$ cat config.mk
export PLATFORM = sky130hd
export DESIGN_NAME = swuds_slave
export DESIGN_NICKNAME = d
export VERILOG_FILES = /design/src/core/swuds_pkg.sv /design/src/core/swuds_fifo.sv /design/src/core/swuds_slave.sv
export SDC_FILE = /design/constraint.sdc
export NUM_CORES = 2
export LEC_CHECK = 0
export BUFFER_PORTS_ARGS = -buffer_cell sky130_fd_sc_hd__buf_2
export CAP_MARGIN = 10
export CORE_ASPECT_RATIO = 1.25
export CORE_MARGIN = 2
export CORE_UTILIZATION = 57
export CTS_CLUSTER_DIAMETER = 60
export DETAILED_ROUTE_END_ITERATION = 7
export PLACE_DENSITY = 0.83
export SYNTH_ARGS = -nofsm -noshare
export SYNTH_HDL_FRONTEND = slang
export SYNTH_HIERARCHICAL = 1
export SYNTH_SLANG_ARGS = --single-unit
$ cat constraint.sdc
create_clock -name mclk -period 5.9 [get_ports mclk]
set_input_delay 0.295 -clock mclk [delete_from_list [all_inputs] [get_ports mclk]]
set_output_delay 0.295 -clock mclk [all_outputs]
set_load 0.05 [all_outputs]
$ cat src/core/swuds_pkg.sv
// Constants, types and the CRC function of the single-wire UART datagram slave.
package swuds_pkg;
  localparam int unsigned CLK_HZ = 20000000;
  localparam int unsigned MIN_BAUD = 9000;
  localparam int unsigned BIT_W = 12;
  localparam int unsigned CNT_W = 20;
  localparam int unsigned MAX_BIT_CLKS = (CLK_HZ + MIN_BAUD - 1) / MIN_BAUD;
  localparam logic [CNT_W-1:0] SYNC_LIMIT = CNT_W'(4 * MAX_BIT_CLKS);
  localparam logic [CNT_W-1:0] GLITCH_CLKS = 20'h00010;
  localparam logic [CNT_W-1:0] TIMEOUT_BITS = 20'h0003f;
  localparam logic [CNT_W-1:0] RECOV_BITS = 20'h0000c;
  localparam logic [CNT_W-1:0] RELEASE_BITS = 20'h00004;
  localparam logic [6:0] DELAY_UNIT_BITS = 7'h08;
  localparam logic [3:0] LEN_READ = 4'h4;
  localparam logic [3:0] LEN_WRITE = 4'h8;
  localparam logic [7:0] SYNC_BYTE = 8'h05;
  localparam logic [7:0] SYNC_PARTIAL = 8'ha0;
  localparam logic [7:0] REPLY_ADDR = 8'hff;
  localparam int unsigned RW_BIT = 7;
  localparam logic [7:0] CRC_POLY = 8'h07;
  localparam logic [6:0] CNT_REG_ADDR = 7'h02;

  typedef struct packed {
    logic [6:0] addr;
    logic [31:0] data;
  } swuds_wr_item_t;

  typedef enum logic [2:0] {
    ST_IDLE = 3'b000,
    ST_SYNC = 3'b001,
    ST_BITS = 3'b010,
    ST_GAP = 3'b011,
    ST_RECOV = 3'b100,
    ST_DELAY = 3'b101,
    ST_SEND = 3'b110,
    ST_HOLD = 3'b111
  } swuds_state_t;

  function automatic logic [7:0] crc_byte(input logic [7:0] crc_in, input logic [7:0] b);
    logic [7:0] c;
    c = crc_in;
    for (int i = 0; i < 8; i++) begin
      c = {c[6:0], 1'b0} ^ ((c[7] ^ b[i]) ? CRC_POLY : 8'h00);
    end
    return c;
  endfunction
endpackage

$ cat src/core/swuds_fifo.sv
// Small synchronous FIFO with a registered output stage.
`timescale 1ns/10ps
module swuds_fifo #(
  parameter int unsigned WIDTH = 39,
  parameter int unsigned DEPTH = 16
) (
  input wire logic mclk,
  input wire logic resetn,
  input wire logic in_valid,
  output logic in_ready,
  input wire logic [WIDTH-1:0] in_data,
  output logic out_valid,
  input wire logic out_ready,
  output logic [WIDTH-1:0] out_data
);
  localparam int unsigned AW = $clog2(DEPTH);
  logic [WIDTH-1:0] mem_q [DEPTH];
  logic [AW-1:0] wptr_q;
  logic [AW-1:0] rptr_q;
  logic [AW:0] count_q;
  logic push;
  logic pop;

  assign in_ready = count_q < (AW + 1)'(DEPTH);
  assign push = in_valid && in_ready;
  assign pop = (count_q != '0) && (!out_valid || out_ready);

  always_ff @(posedge mclk) begin
    if (push) begin
      mem_q[wptr_q] <= in_data;
    end
  end

  always_ff @(posedge mclk) begin
    if (!resetn) begin
      wptr_q <= '0;
      rptr_q <= '0;
      count_q <= '0;
    end else begin
      if (push) begin
        wptr_q <= wptr_q + 1'b1;
      end
      if (pop) begin
        rptr_q <= rptr_q + 1'b1;
      end
      count_q <= count_q + (AW + 1)'(push) - (AW + 1)'(pop);
    end
  end

  // The output stage is a register so the consumer never sees memory timing.
  always_ff @(posedge mclk) begin
    if (!resetn) begin
      out_valid <= 1'b0;
      out_data <= '0;
    end else if (pop) begin
      out_valid <= 1'b1;
      out_data <= mem_q[rptr_q];
    end else if (out_ready) begin
      out_valid <= 1'b0;
    end
  end
endmodule

$ cat src/core/swuds_slave.sv
// Single-wire UART datagram slave: auto-baud receiver, reply transmitter, write FIFO.
`timescale 1ns/10ps
module swuds_slave #(
  parameter int unsigned FIFO_DEPTH = 16
) (
  input wire logic mclk,
  input wire logic resetn,
  input wire logic line_in,
  output logic line_out,
  output logic line_oe,
  input wire logic address_select_pin_low,
  input wire logic address_select_pin_high,
  input wire logic [3:0] reply_send_delay,
  input wire logic pdn_disable,
  input wire logic pdn_reg_setting,
  output logic power_down,
  output logic rd_req,
  output logic [6:0] rd_addr,
  input wire logic [31:0] rd_data,
  output logic wr_valid,
  output swuds_pkg::swuds_wr_item_t wr_item,
  input wire logic wr_ready,
  output logic [7:0] dgram_count
);
  import swuds_pkg::*;

  logic line_s1_q;
  logic line_s2_q;
  logic line_prev_q;
  logic [1:0] pin_s1_q;
  logic [1:0] pin_s2_q;
  swuds_state_t state_q;
  logic [BIT_W-1:0] bit_q;
  logic [BIT_W-1:0] good_bit_q;
  logic good_q;
  logic [CNT_W-1:0] tmr_q;
  logic [CNT_W-1:0] gap_q;
  logic nfall_q;
  logic [3:0] idx_q;
  logic [3:0] nbyte_q;
  logic [3:0] len_q;
  logic [7:0] sh_q;
  logic [7:0] addr_q;
  logic [7:0] reg_q;
  logic [31:0] data_q;
  logic [7:0] crc_q;
  logic [55:0] tx_buf_q;
  logic [6:0] dly_q;
  logic fall;
  logic [BIT_W-1:0] base_bit;
  logic [CNT_W-1:0] gap_lim;
  logic [CNT_W-1:0] rec_lim;
  logic byte_done;
  logic dg_end;
  logic crc_ok;
  logic ours;
  logic fifo_ready;
  logic push_c;
  logic [7:0] tx_cur;
  swuds_wr_item_t push_item;

  // Pins from outside pass two flops; the edge detector compares the second with its copy one cycle older.
  always_ff @(posedge mclk) begin
    if (!resetn) begin
      line_s1_q <= 1'b1;
      line_s2_q <= 1'b1;
      line_prev_q <= 1'b1;
      pin_s1_q <= 2'h0;
      pin_s2_q <= 2'h0;
    end else begin
      line_s1_q <= line_in;
      line_s2_q <= line_s1_q;
      line_prev_q <= line_s2_q;
      pin_s1_q <= {address_select_pin_high, address_select_pin_low};
      pin_s2_q <= pin_s1_q;
    end
  end

  assign fall = line_prev_q && !line_s2_q;
  // The timeout rests on the last good datagram's bit time, so a sudden large
  // baud drop by the master trips it.
  assign base_bit = good_q ? good_bit_q : bit_q;
  assign gap_lim = TIMEOUT_BITS * CNT_W'(base_bit);
  assign rec_lim = RECOV_BITS * CNT_W'(base_bit);
  assign byte_done = (state_q == ST_BITS) && (tmr_q == '0) && (idx_q == 4'h8) && line_s2_q;
  assign dg_end = byte_done && (nbyte_q == len_q - 4'h1);
  assign crc_ok = (sh_q == crc_q);
  assign ours = (addr_q == {6'h00, pin_s2_q});
  assign push_c = dg_end && crc_ok && ours && reg_q[RW_BIT] && fifo_ready;
  assign push_item = '{addr: reg_q[6:0], data: data_q};
  assign tx_cur = (nbyte_q == 4'h7) ? crc_q : tx_buf_q[55:48];

  always_ff @(posedge mclk) begin
    if (!resetn) begin
      state_q <= ST_IDLE;
      bit_q <= '0;
      good_bit_q <= '0;
      good_q <= 1'b0;
      tmr_q <= '0;
      gap_q <= '0;
      nfall_q <= 1'b0;
      idx_q <= 4'h0;
      nbyte_q <= 4'h0;
      len_q <= LEN_WRITE;
      sh_q <= 8'h00;
      addr_q <= 8'h00;
      reg_q <= 8'h00;
      data_q <= 32'h0000_0000;
      crc_q <= 8'h00;
      tx_buf_q <= '0;
      dly_q <= 7'h00;
      line_out <= 1'b1;
      line_oe <= 1'b0;
      rd_req <= 1'b0;
      rd_addr <= 7'h00;
    end else begin
      rd_req <= 1'b0;
      if (state_q inside {ST_SYNC, ST_BITS, ST_GAP}) begin
        gap_q <= gap_q + 1'b1;
      end
      unique case (state_q)
        ST_IDLE: begin
          if (fall) begin
            state_q <= ST_SYNC;
            tmr_q <= 20'h00001;
            gap_q <= '0;
            nfall_q <= 1'b0;
            nbyte_q <= 4'h0;
            len_q <= LEN_WRITE;
            crc_q <= 8'h00;
          end
        end
        ST_SYNC: begin
          tmr_q <= tmr_q + 1'b1;
          if (line_s2_q && tmr_q < GLITCH_CLKS) begin
            state_q <= ST_RECOV;
            tmr_q <= '0;
          end else if (tmr_q > SYNC_LIMIT) begin
            state_q <= ST_RECOV;
            tmr_q <= '0;
          end else if (fall && nfall_q) begin
            // Four bit times have passed; the measurement adapts every datagram.
            bit_q <= tmr_q[BIT_W+1:2];
            tmr_q <= {3'h0, tmr_q[CNT_W-1:3]};
            sh_q <= SYNC_PARTIAL;
            idx_q <= 4'h3;
            state_q <= ST_BITS;
          end else if (fall) begin
            nfall_q <= 1'b1;
          end
        end
        ST_BITS: begin
          if (tmr_q != '0) begin
            tmr_q <= tmr_q - 1'b1;
          end else if (idx_q != 4'h8) begin
            sh_q <= {line_s2_q, sh_q[7:1]};
            idx_q <= idx_q + 4'h1;
            tmr_q <= CNT_W'(bit_q) - 1'b1;
          end else if (!line_s2_q) begin
            state_q <= ST_RECOV;
            tmr_q <= '0;
          end else if (dg_end) begin
            if (!crc_ok) begin
              state_q <= ST_RECOV;
              tmr_q <= '0;
            end else begin
              good_bit_q <= bit_q;
              good_q <= 1'b1;
              state_q <= ST_IDLE;
              if (ours && !reg_q[RW_BIT]) begin
                rd_req <= 1'b1;
                rd_addr <= reg_q[6:0];
                // A zero setting is taken as one unit of eight bit times.
                dly_q <= (reply_send_delay == 4'h0) ? DELAY_UNIT_BITS
                       : {reply_send_delay, 3'h0};
                tmr_q <= CNT_W'(bit_q);
                state_q <= ST_DELAY;
              end
            end
          end else begin
            nbyte_q <= nbyte_q + 4'h1;
            crc_q <= crc_byte(crc_q, sh_q);
            if (nbyte_q == 4'h1) begin
              addr_q <= sh_q;
            end else if (nbyte_q == 4'h2) begin
              reg_q <= sh_q;
              // Replies of other slaves carry 0xff and are eight bytes long.
              len_q <= (sh_q[RW_BIT] || addr_q == REPLY_ADDR) ? LEN_WRITE : LEN_READ;
            end else if (nbyte_q != 4'h0) begin
              data_q <= {data_q[23:0], sh_q};
            end
            state_q <= ST_GAP;
          end
        end
        ST_GAP: begin
          if (fall) begin
            gap_q <= '0;
            idx_q <= 4'h0;
            tmr_q <= CNT_W'(bit_q) + CNT_W'(bit_q[BIT_W-1:1]) - 1'b1;
            state_q <= ST_BITS;
          end else if (gap_q > gap_lim) begin
            state_q <= ST_IDLE;
          end
        end
        ST_RECOV: begin
          if (!line_s2_q) begin
            tmr_q <= '0;
          end else if (tmr_q >= rec_lim) begin
            state_q <= ST_IDLE;
          end else begin
            tmr_q <= tmr_q + 1'b1;
          end
        end
        ST_DELAY: begin
          if (tmr_q != 20'h00001) begin
            tmr_q <= tmr_q - 1'b1;
          end else if (dly_q != 7'h01) begin
            dly_q <= dly_q - 7'h01;
            tmr_q <= CNT_W'(bit_q);
          end else begin
            tx_buf_q <= {SYNC_BYTE, REPLY_ADDR, reg_q,
                         (reg_q[6:0] == CNT_REG_ADDR) ? {24'h000000, dgram_count}
                         : rd_data};
            crc_q <= 8'h00;
            nbyte_q <= 4'h0;
            idx_q <= 4'h0;
            line_out <= 1'b0;
            line_oe <= 1'b1;
            tmr_q <= CNT_W'(bit_q);
            state_q <= ST_SEND;
          end
        end
        ST_SEND: begin
          if (tmr_q != 20'h00001) begin
            tmr_q <= tmr_q - 1'b1;
          end else if (idx_q != 4'h9) begin
            tmr_q <= CNT_W'(bit_q);
            idx_q <= idx_q + 4'h1;
            line_out <= (idx_q == 4'h8) ? 1'b1 : tx_cur[idx_q[2:0]];
          end else if (nbyte_q == 4'h7) begin
            tmr_q <= RELEASE_BITS * CNT_W'(bit_q);
            state_q <= ST_HOLD;
          end else begin
            crc_q <= crc_byte(crc_q, tx_cur);
            tx_buf_q <= {tx_buf_q[47:0], 8'h00};
            nbyte_q <= nbyte_q + 4'h1;
            idx_q <= 4'h0;
            line_out <= 1'b0;
            tmr_q <= CNT_W'(bit_q);
          end
        end
        ST_HOLD: begin
          if (tmr_q != 20'h00001) begin
            tmr_q <= tmr_q - 1'b1;
          end else begin
            line_oe <= 1'b0;
            state_q <= ST_IDLE;
          end
        end
      endcase
    end
  end

  // A write refused by a full FIFO is not counted in dgram_count, so the master sees it in the count register.
  always_ff @(posedge mclk) begin
    if (!resetn) begin
      dgram_count <= 8'h00;
    end else if (push_c) begin
      dgram_count <= dgram_count + 8'h01;
    end
  end

  always_ff @(posedge mclk) begin
    if (!resetn) begin
      power_down <= 1'b0;
    end else begin
      power_down <= pdn_disable ? pdn_reg_setting : line_s2_q;
    end
  end

  swuds_fifo #(
    .WIDTH($bits(swuds_wr_item_t)),
    .DEPTH(FIFO_DEPTH)
  ) u_fifo (
    .mclk(mclk),
    .resetn(resetn),
    .in_valid(push_c),
    .in_ready(fifo_ready),
    .in_data(push_item),
    .out_valid(wr_valid),
    .out_ready(wr_ready),
    .out_data(wr_item)
  );
endmodule

**Word level (Yosys, flattened, before mapping)**

Memory sizes are Yosys's and may differ from the RTL's. A register that Yosys moved wholly into a read port is not among the register bits.
Index checks and enable logic that the tools add are counted.

- Logic and storage cells: 357
- Bits in registers: 248
- Output and inout bits: 59
- Input port bits: 44
- Memories kept: 1
- RAM bits: 624

- Bitwise gates (word level): 43
- $lt $le $gt $ge: 6
- Equal/unequal tests: 54
- $add $sub $neg: 15
- Reduce and logical (&&, ||, !) cells: 55
- $mul: 2
- Multiplexer cells: 149

Memory list:

| name | words | bits a word | read ports | clocked after memory_dff | wr ports | RTL line | RTL |
|---|---|---|---|---|---|---|---|
| u_fifo.mem_q | 16 | 39 | 1 | 1 | 1 | swuds_fifo.sv:17 | `logic [WIDTH-1:0] mem_q [DEPTH];` |

Operators by type and width:

| cell | count |
|---|---|
| 2-to-1 mux 20 bit | 19 |
| 2-to-1 mux 56 bit | 5 |
| case mux 20 bit (8 select lines) | 1 |
| 2-to-1 mux 8 bit | 16 |
| bitwise XOR 8 x 3 -> 8 bit | 16 |
| case mux 56 bit (2 select lines) | 1 |
| 2-to-1 mux 3 bit | 36 |
| 2-to-1 mux 4 bit | 26 |
| 2-to-1 mux 7 bit | 9 |
| inequality test 2 bit (second input constant) | 24 |
| adder 20 x 1 -> 20 bit (second input constant) | 2 |
| AND reduction 6 bit | 6 |
| 2-to-1 mux 32 bit | 1 |
| case mux 8 bit (4 select lines) | 1 |
| 2-to-1 mux 14 bit | 2 |
| case mux 3 bit (8 select lines) | 1 |
| AND reduction 11 bit | 2 |
| 2-to-1 mux 1 bit | 21 |
| >= comparator 20 x 16 -> 1 bit | 1 |
| > comparator 20 x 14 -> 1 bit (second input constant) | 1 |
| > comparator 20 x 18 -> 1 bit | 1 |
| zero test 20 bit | 1 |
| less-than comparator 20 x 5 -> 1 bit (second input constant) | 1 |
| inequality test 20 x 1 -> 1 bit (second input constant) | 1 |
| 62 further kinds | 129 |

**Longest topological paths before layout**

- Word-level depth: 30
- Mapped depth: 26
- Mapped depth without buffers: 24

**Hierarchy**

Netlist, hierarchy kept.

By module, submodules not included:

| module | area an instance (sq um) | seq. area each (sq um) | cells an instance | instances |
|---|---|---|---|---|
| swuds_fifo | 25869.8 | 19799.0 | 1139 | 1 |
| swuds_slave | 16039.1 | 4644.5 | 2020 | 1 |

**Worst setup path after synthesis**

OpenSTA, ideal clock, no wires.

- Path kind: reg2reg
- Start: register good_q
- End: register state_q[1]
- Stages on the path, launching flop included: 25
- Buffers on the path: 2
- Library setup time: 0.125 ns
- Clock period less this slack: 6.173 ns
- Slack: -0.273 ns
- Data required time: 5.775 ns
- Data arrival time: 6.047 ns
- Cell sequence: dfxtp_1 > clkbuf_1 > clkbuf_1 > o21ai_0 > fa_1 > fa_1 > inv_1 > fa_1 > inv_1 > ha_1 > o21ai_0 > o21bai_1 > a31o_2 > a41o_1 > nor4_1 > nor2_1 > xnor2_1 > ha_1 > nand4_1 > nor4_1 > and3_1 > a221oi_1 > a211oi_1 > o2111a_1 > o22ai_1

- Cells in the longest elaborated chain, start to end: 5
- Elaborated cells between the ends (all ways): 8
- Those cells by class: mul (2); order compare (2); eq/ne (2); mux (1); reduce/logical (1)

RTL lines:

| what | RTL line | RTL |
|---|---|---|
| start: declaration | swuds_slave.sv:35 | `logic good_q;` |
| start signal: assignment | swuds_slave.sv:98 | `good_q <= 1'b0;` |
| start signal: assignment | swuds_slave.sv:168 | `good_q <= 1'b1;` |
| 2-to-1 mux 12 bit (*) | swuds_slave.sv:82 | `assign base_bit = good_q ? good_bit_q : bit_q;` |
| multiplier 6 x 12 -> 18 bit or multiplier 2 x 12 -> 14 bit (tied branches) | swuds_slave.sv:83, swuds_slave.sv:84 |  |
| > comparator 20 x 18 -> 1 bit or >= comparator 20 x 16 -> 1 bit (tied branches) | swuds_slave.sv:201, swuds_slave.sv:208 |  |
| inequality test 3 x 2 -> 1 bit (no source line) or inequality test 2 bit (tied branches) | - |  |
| AND reduction 13 bit (no source line) (*) | - |  |
| end signal: assignment | swuds_slave.sv:200 | `state_q <= ST_BITS;` |
| end signal: assignment | swuds_slave.sv:202 | `state_q <= ST_IDLE;` |
| end signal: assignment | swuds_slave.sv:209 | `state_q <= ST_IDLE;` |
| end: declaration | swuds_slave.sv:32 | `swuds_state_t state_q;` |

Mark *: on every way between the ends. The rest lies on a longest branch, timed or not.
A chain may end at the register's enable or synchronous reset.

**Worst setup path in the final report**

Ends and elaborated chain as after synthesis.

==> impl_results.md <==
* Detailed placer's ending HPWL at 63.5 mm
* Placed Area at 0.0437 mm^2
* Crit-path max cell delay at 0.57 ns
* R2R Path End: state_q[1]
* Worst Reg-to-Reg Cells at 27
* Worst-Skew Late Latency at 0.65 ns
* DRC viols at 0
* Vias in the first global route at around 28000
* LEAKAGE at around 17 nW
* Core area at 0.0731 mm^2
* Synth Area in Compound Gates at 0.0873
* Combinational family with the most area after synthesis: multiplexers
* CP startpoint kind: flip-flop
* DP Worst Slack at -0.122 ns
* Post-synthesis async set-or-reset flop share at 0
* Largest net degree at the start of global routing at 81
* Failing checks: setup timing
* Post-Synthesis Cell Area at approximately 0.042 mm^2
* Worst Setup End Kind: flip-flop
* Die ar. at 0.0757 mm^2
* Post-synth top cells: edfxtp_1 (624), dfxtp_1 (285), nand2_1 (241), nor2_1 (220), mux4_2 (158)
* Worst reg2reg setup slack at -0.03 ns
* Fmax at 169 MHz
* Worst Hold End: u_fifo/rptr_q[3]
* Synth warn at 6
* H-tree depth at 3
* Clock root buffer: clkbuf_16
* First-pass GRT wire length at 165 mm
* Total power at roughly 18 mW
* Worst clock skew at 0.0178 ns
* Clock-pin slew on the worst setup and hold paths at 0.07 ns
* Clock buffer depth at 3
* Peak supply drop at 308 uV
* Max FO, Critical Path at 8
* Final min period at 5.93 ns
* CP arrival at 6.46 ns
* Pwr Density at about 370 mW/mm^2
* Routability cong. at 0.981
* Initial antenna violation count at 2
* Starting density of the core at 0.574
* Final hold viol count at 0
* Type of the worst setup path: reg2reg
* Antenna Violating Nets Remaining at 0
* GRT Resource Usage Total at 0.288
* Avg Cell Area, Syn at 13.3 um^2
* Post-synthesis adder-cell area fraction at 0.0519
* Register area share after synthesis at 0.583
* Mux contribution to synthesized area at 0.117
* # IOs at 103
* Slew HR at 0.179
* Max-cap violations at 0
* Row count at 111
* Post-synth top flop: edfxtp_1
* Share of cells above drive strength 1 at 0.208
* Synth unique cells at 104
* Syn Inst Count at around 3200
* R2R Path Start: good_q
* Drt pass-1 iters at 6
* HP Class: in2reg
* GR Overflow Total at 0
* Tcrit/Tclk final at 1.01
* RSZ-0062 raised after global routing: yes
* Wire length per cell at about 25 um
* Area leader, netlist: edfxtp_1
* CP required at 6.42 ns
* Antenna cells at 0
* NumNets Final at about 3500
* Hold slack at 0.00808 ns
* Setup violators final at 3
* CTS sink cnt at a little over 900
* Post-synth EDFFs at 624
* Die width at between 200 and 250 um
* Status: finished, violations left
* Port Buffers at ~100
* CTS tree: yes
* XOR/XNOR Fraction of Synth Area at 0.0288
* Vias per inst at 6.41
* Num CTS Buffers at 85
* Vias at 27828
* Drt initial violations at roughly 2900
* DRT Wirelength at ~110 mm
* Synthesized Nets at 3356
* # placed instances at 4139
* Hold path startpoint: resetn
* Layout Cells excl Fill at roughly 4300
* Area contributors post-synth: edfxtp_1 (45%), dfxtp_1 (14%), mux4_2 (8.5%)
* Most frequent cell after synthesis: edfxtp_1
* WHS Path Cells at 2
* Share of the synthesized area in the top cell type at 0.447
* Critical path's slowest cell: fa_1
* Area grow syn2layout at 12.6%
* Synth Register Bits at 909
* Slew at the pin closest to its max-slew limit at 1.23 ns
* Post-Synth Simple-Gate Area at 0.0976
* Pins over their slew limit at 0
* Final worst slack at -0.0321 ns
* Final Cell Area at ~0.047 mm^2
* Die H at approximately 300 um
==> area by class of cell <==
class | count | area (um^2)
clock buffers | 116 | 2380
repair buffers | 247 | 1780
clock inverters | 43 | 465
flip-flops and latches | 909 | 24500
well taps | 960 | 1200
fillers | 4998 | 25900
inverters | 138 | 523
multi-input cells | 1927 | 16400
==> routing by layer <==
metal	share of wire	up-vias	global-route usage	wire, um
li1	-	12204	-	-
met1	0.35	13859	0.335	38200
met2	0.53	1424	0.516	57500
met3	0.074	339	0.0427	8100
met4	0.050	2	0.142	5470
met5	0.00010	-	0	11
==> cells by family after synthesis <==
kind of cell               count (synthesis)
AOI/OAI and AO/OA                        524
xor gates and xnor gates                 136
adders and majority gates                153
buffers and inverters                    323
DFF                                      909
muxes                                    281
and+or+nand+nor                          833
==> worst max-delay path, delay by kind of cell (launching register included) <==
kind	cells	cell delay (ns)
AO/OA/AOI/OAI	9	1.43
buffers and inverters	6	0.67
flip-flops	1	0.38
AND/OR/NAND/NOR	7	1.13
adder cells (fa/ha/maj)	5	2.19
==> worst max path at each step <==
stage / startpoint / endpoint / depth (start not counted)
after floorplan: good_q / state_q[2] / 25
after global placement: good_q / state_q[2] / 23
after detailed placement: good_q / state_q[2] / 23
after CTS: good_q / state_q[2] / 28
after global routing: good_q / state_q[2] / 27
final: good_q / state_q[1] / 27
==> state kept, by name, summed over array words and instances (netlist names), 3 cells and up <==
signal / flops
gap_q: 20
dgram_count: 8
u_fifo/count_q: 5
bit_q: 12
reg_q: 8
u_fifo/rptr_q: 4
data_q: 32
tmr_q: 20
nbyte_q: 4
sh_q: 8
u_fifo/wptr_q: 4
idx_q: 4
u_fifo/mem_q: 624
good_bit_q: 12
rd_addr: 7
state_q: 3
tx_buf_q: 56
u_fifo/out_data: 39
addr_q: 8
crc_q: 8
dly_q: 7
==> placed cells by master (no fill, tap or decap), types with 39 or more instances in the layout <==
cell,count
mux4_2,158
o21ai_0,69
nor3_1,84
nor2_1,207
mux2i_1,81
inv_1,127
ha_1,111
a21oi_1,148
buf_4,106
buf_2,102
edfxtp_1,624
xnor2_1,77
dfxtp_1,281
xor2_1,58
nand3_1,66
nand2_1,239
clkbuf_16,88
nand4_1,39
==> power breakdown <==
part | switching (mW) | internal (mW) | total [mW]
combinational | 2.66 | 1.89 | 4.55
clock | 2.44 | 3.14 | 5.57
sequential | 0.508 | 6.95 | 7.46
total | 5.61 | 12.0 | 17.6
==> stage by stage <==
step	utilization	TNS, ns
detailed placement	0.598	-0.296
floorplan	-	0
finish	0.646	-0.0602
CTS	0.642	0
global route	0.646	-0.793
global placement	0.598	-0.0337
==> timing repair <==
| action | in CTS | in global routing |
|---|---|---|
| setup endpoints to repair | 3 | 4 |
| hold buffers | 29 | 0 |
| buffers inserted | 0 | 11 |
| resized for setup | 9 | 48 |
| gates cloned | 0 | 2 |
| pin swaps | 2 | 34 |
| hold endpoints to repair | 28 | 0 |
Note: power is estimated with default switching activity, not from simulation.
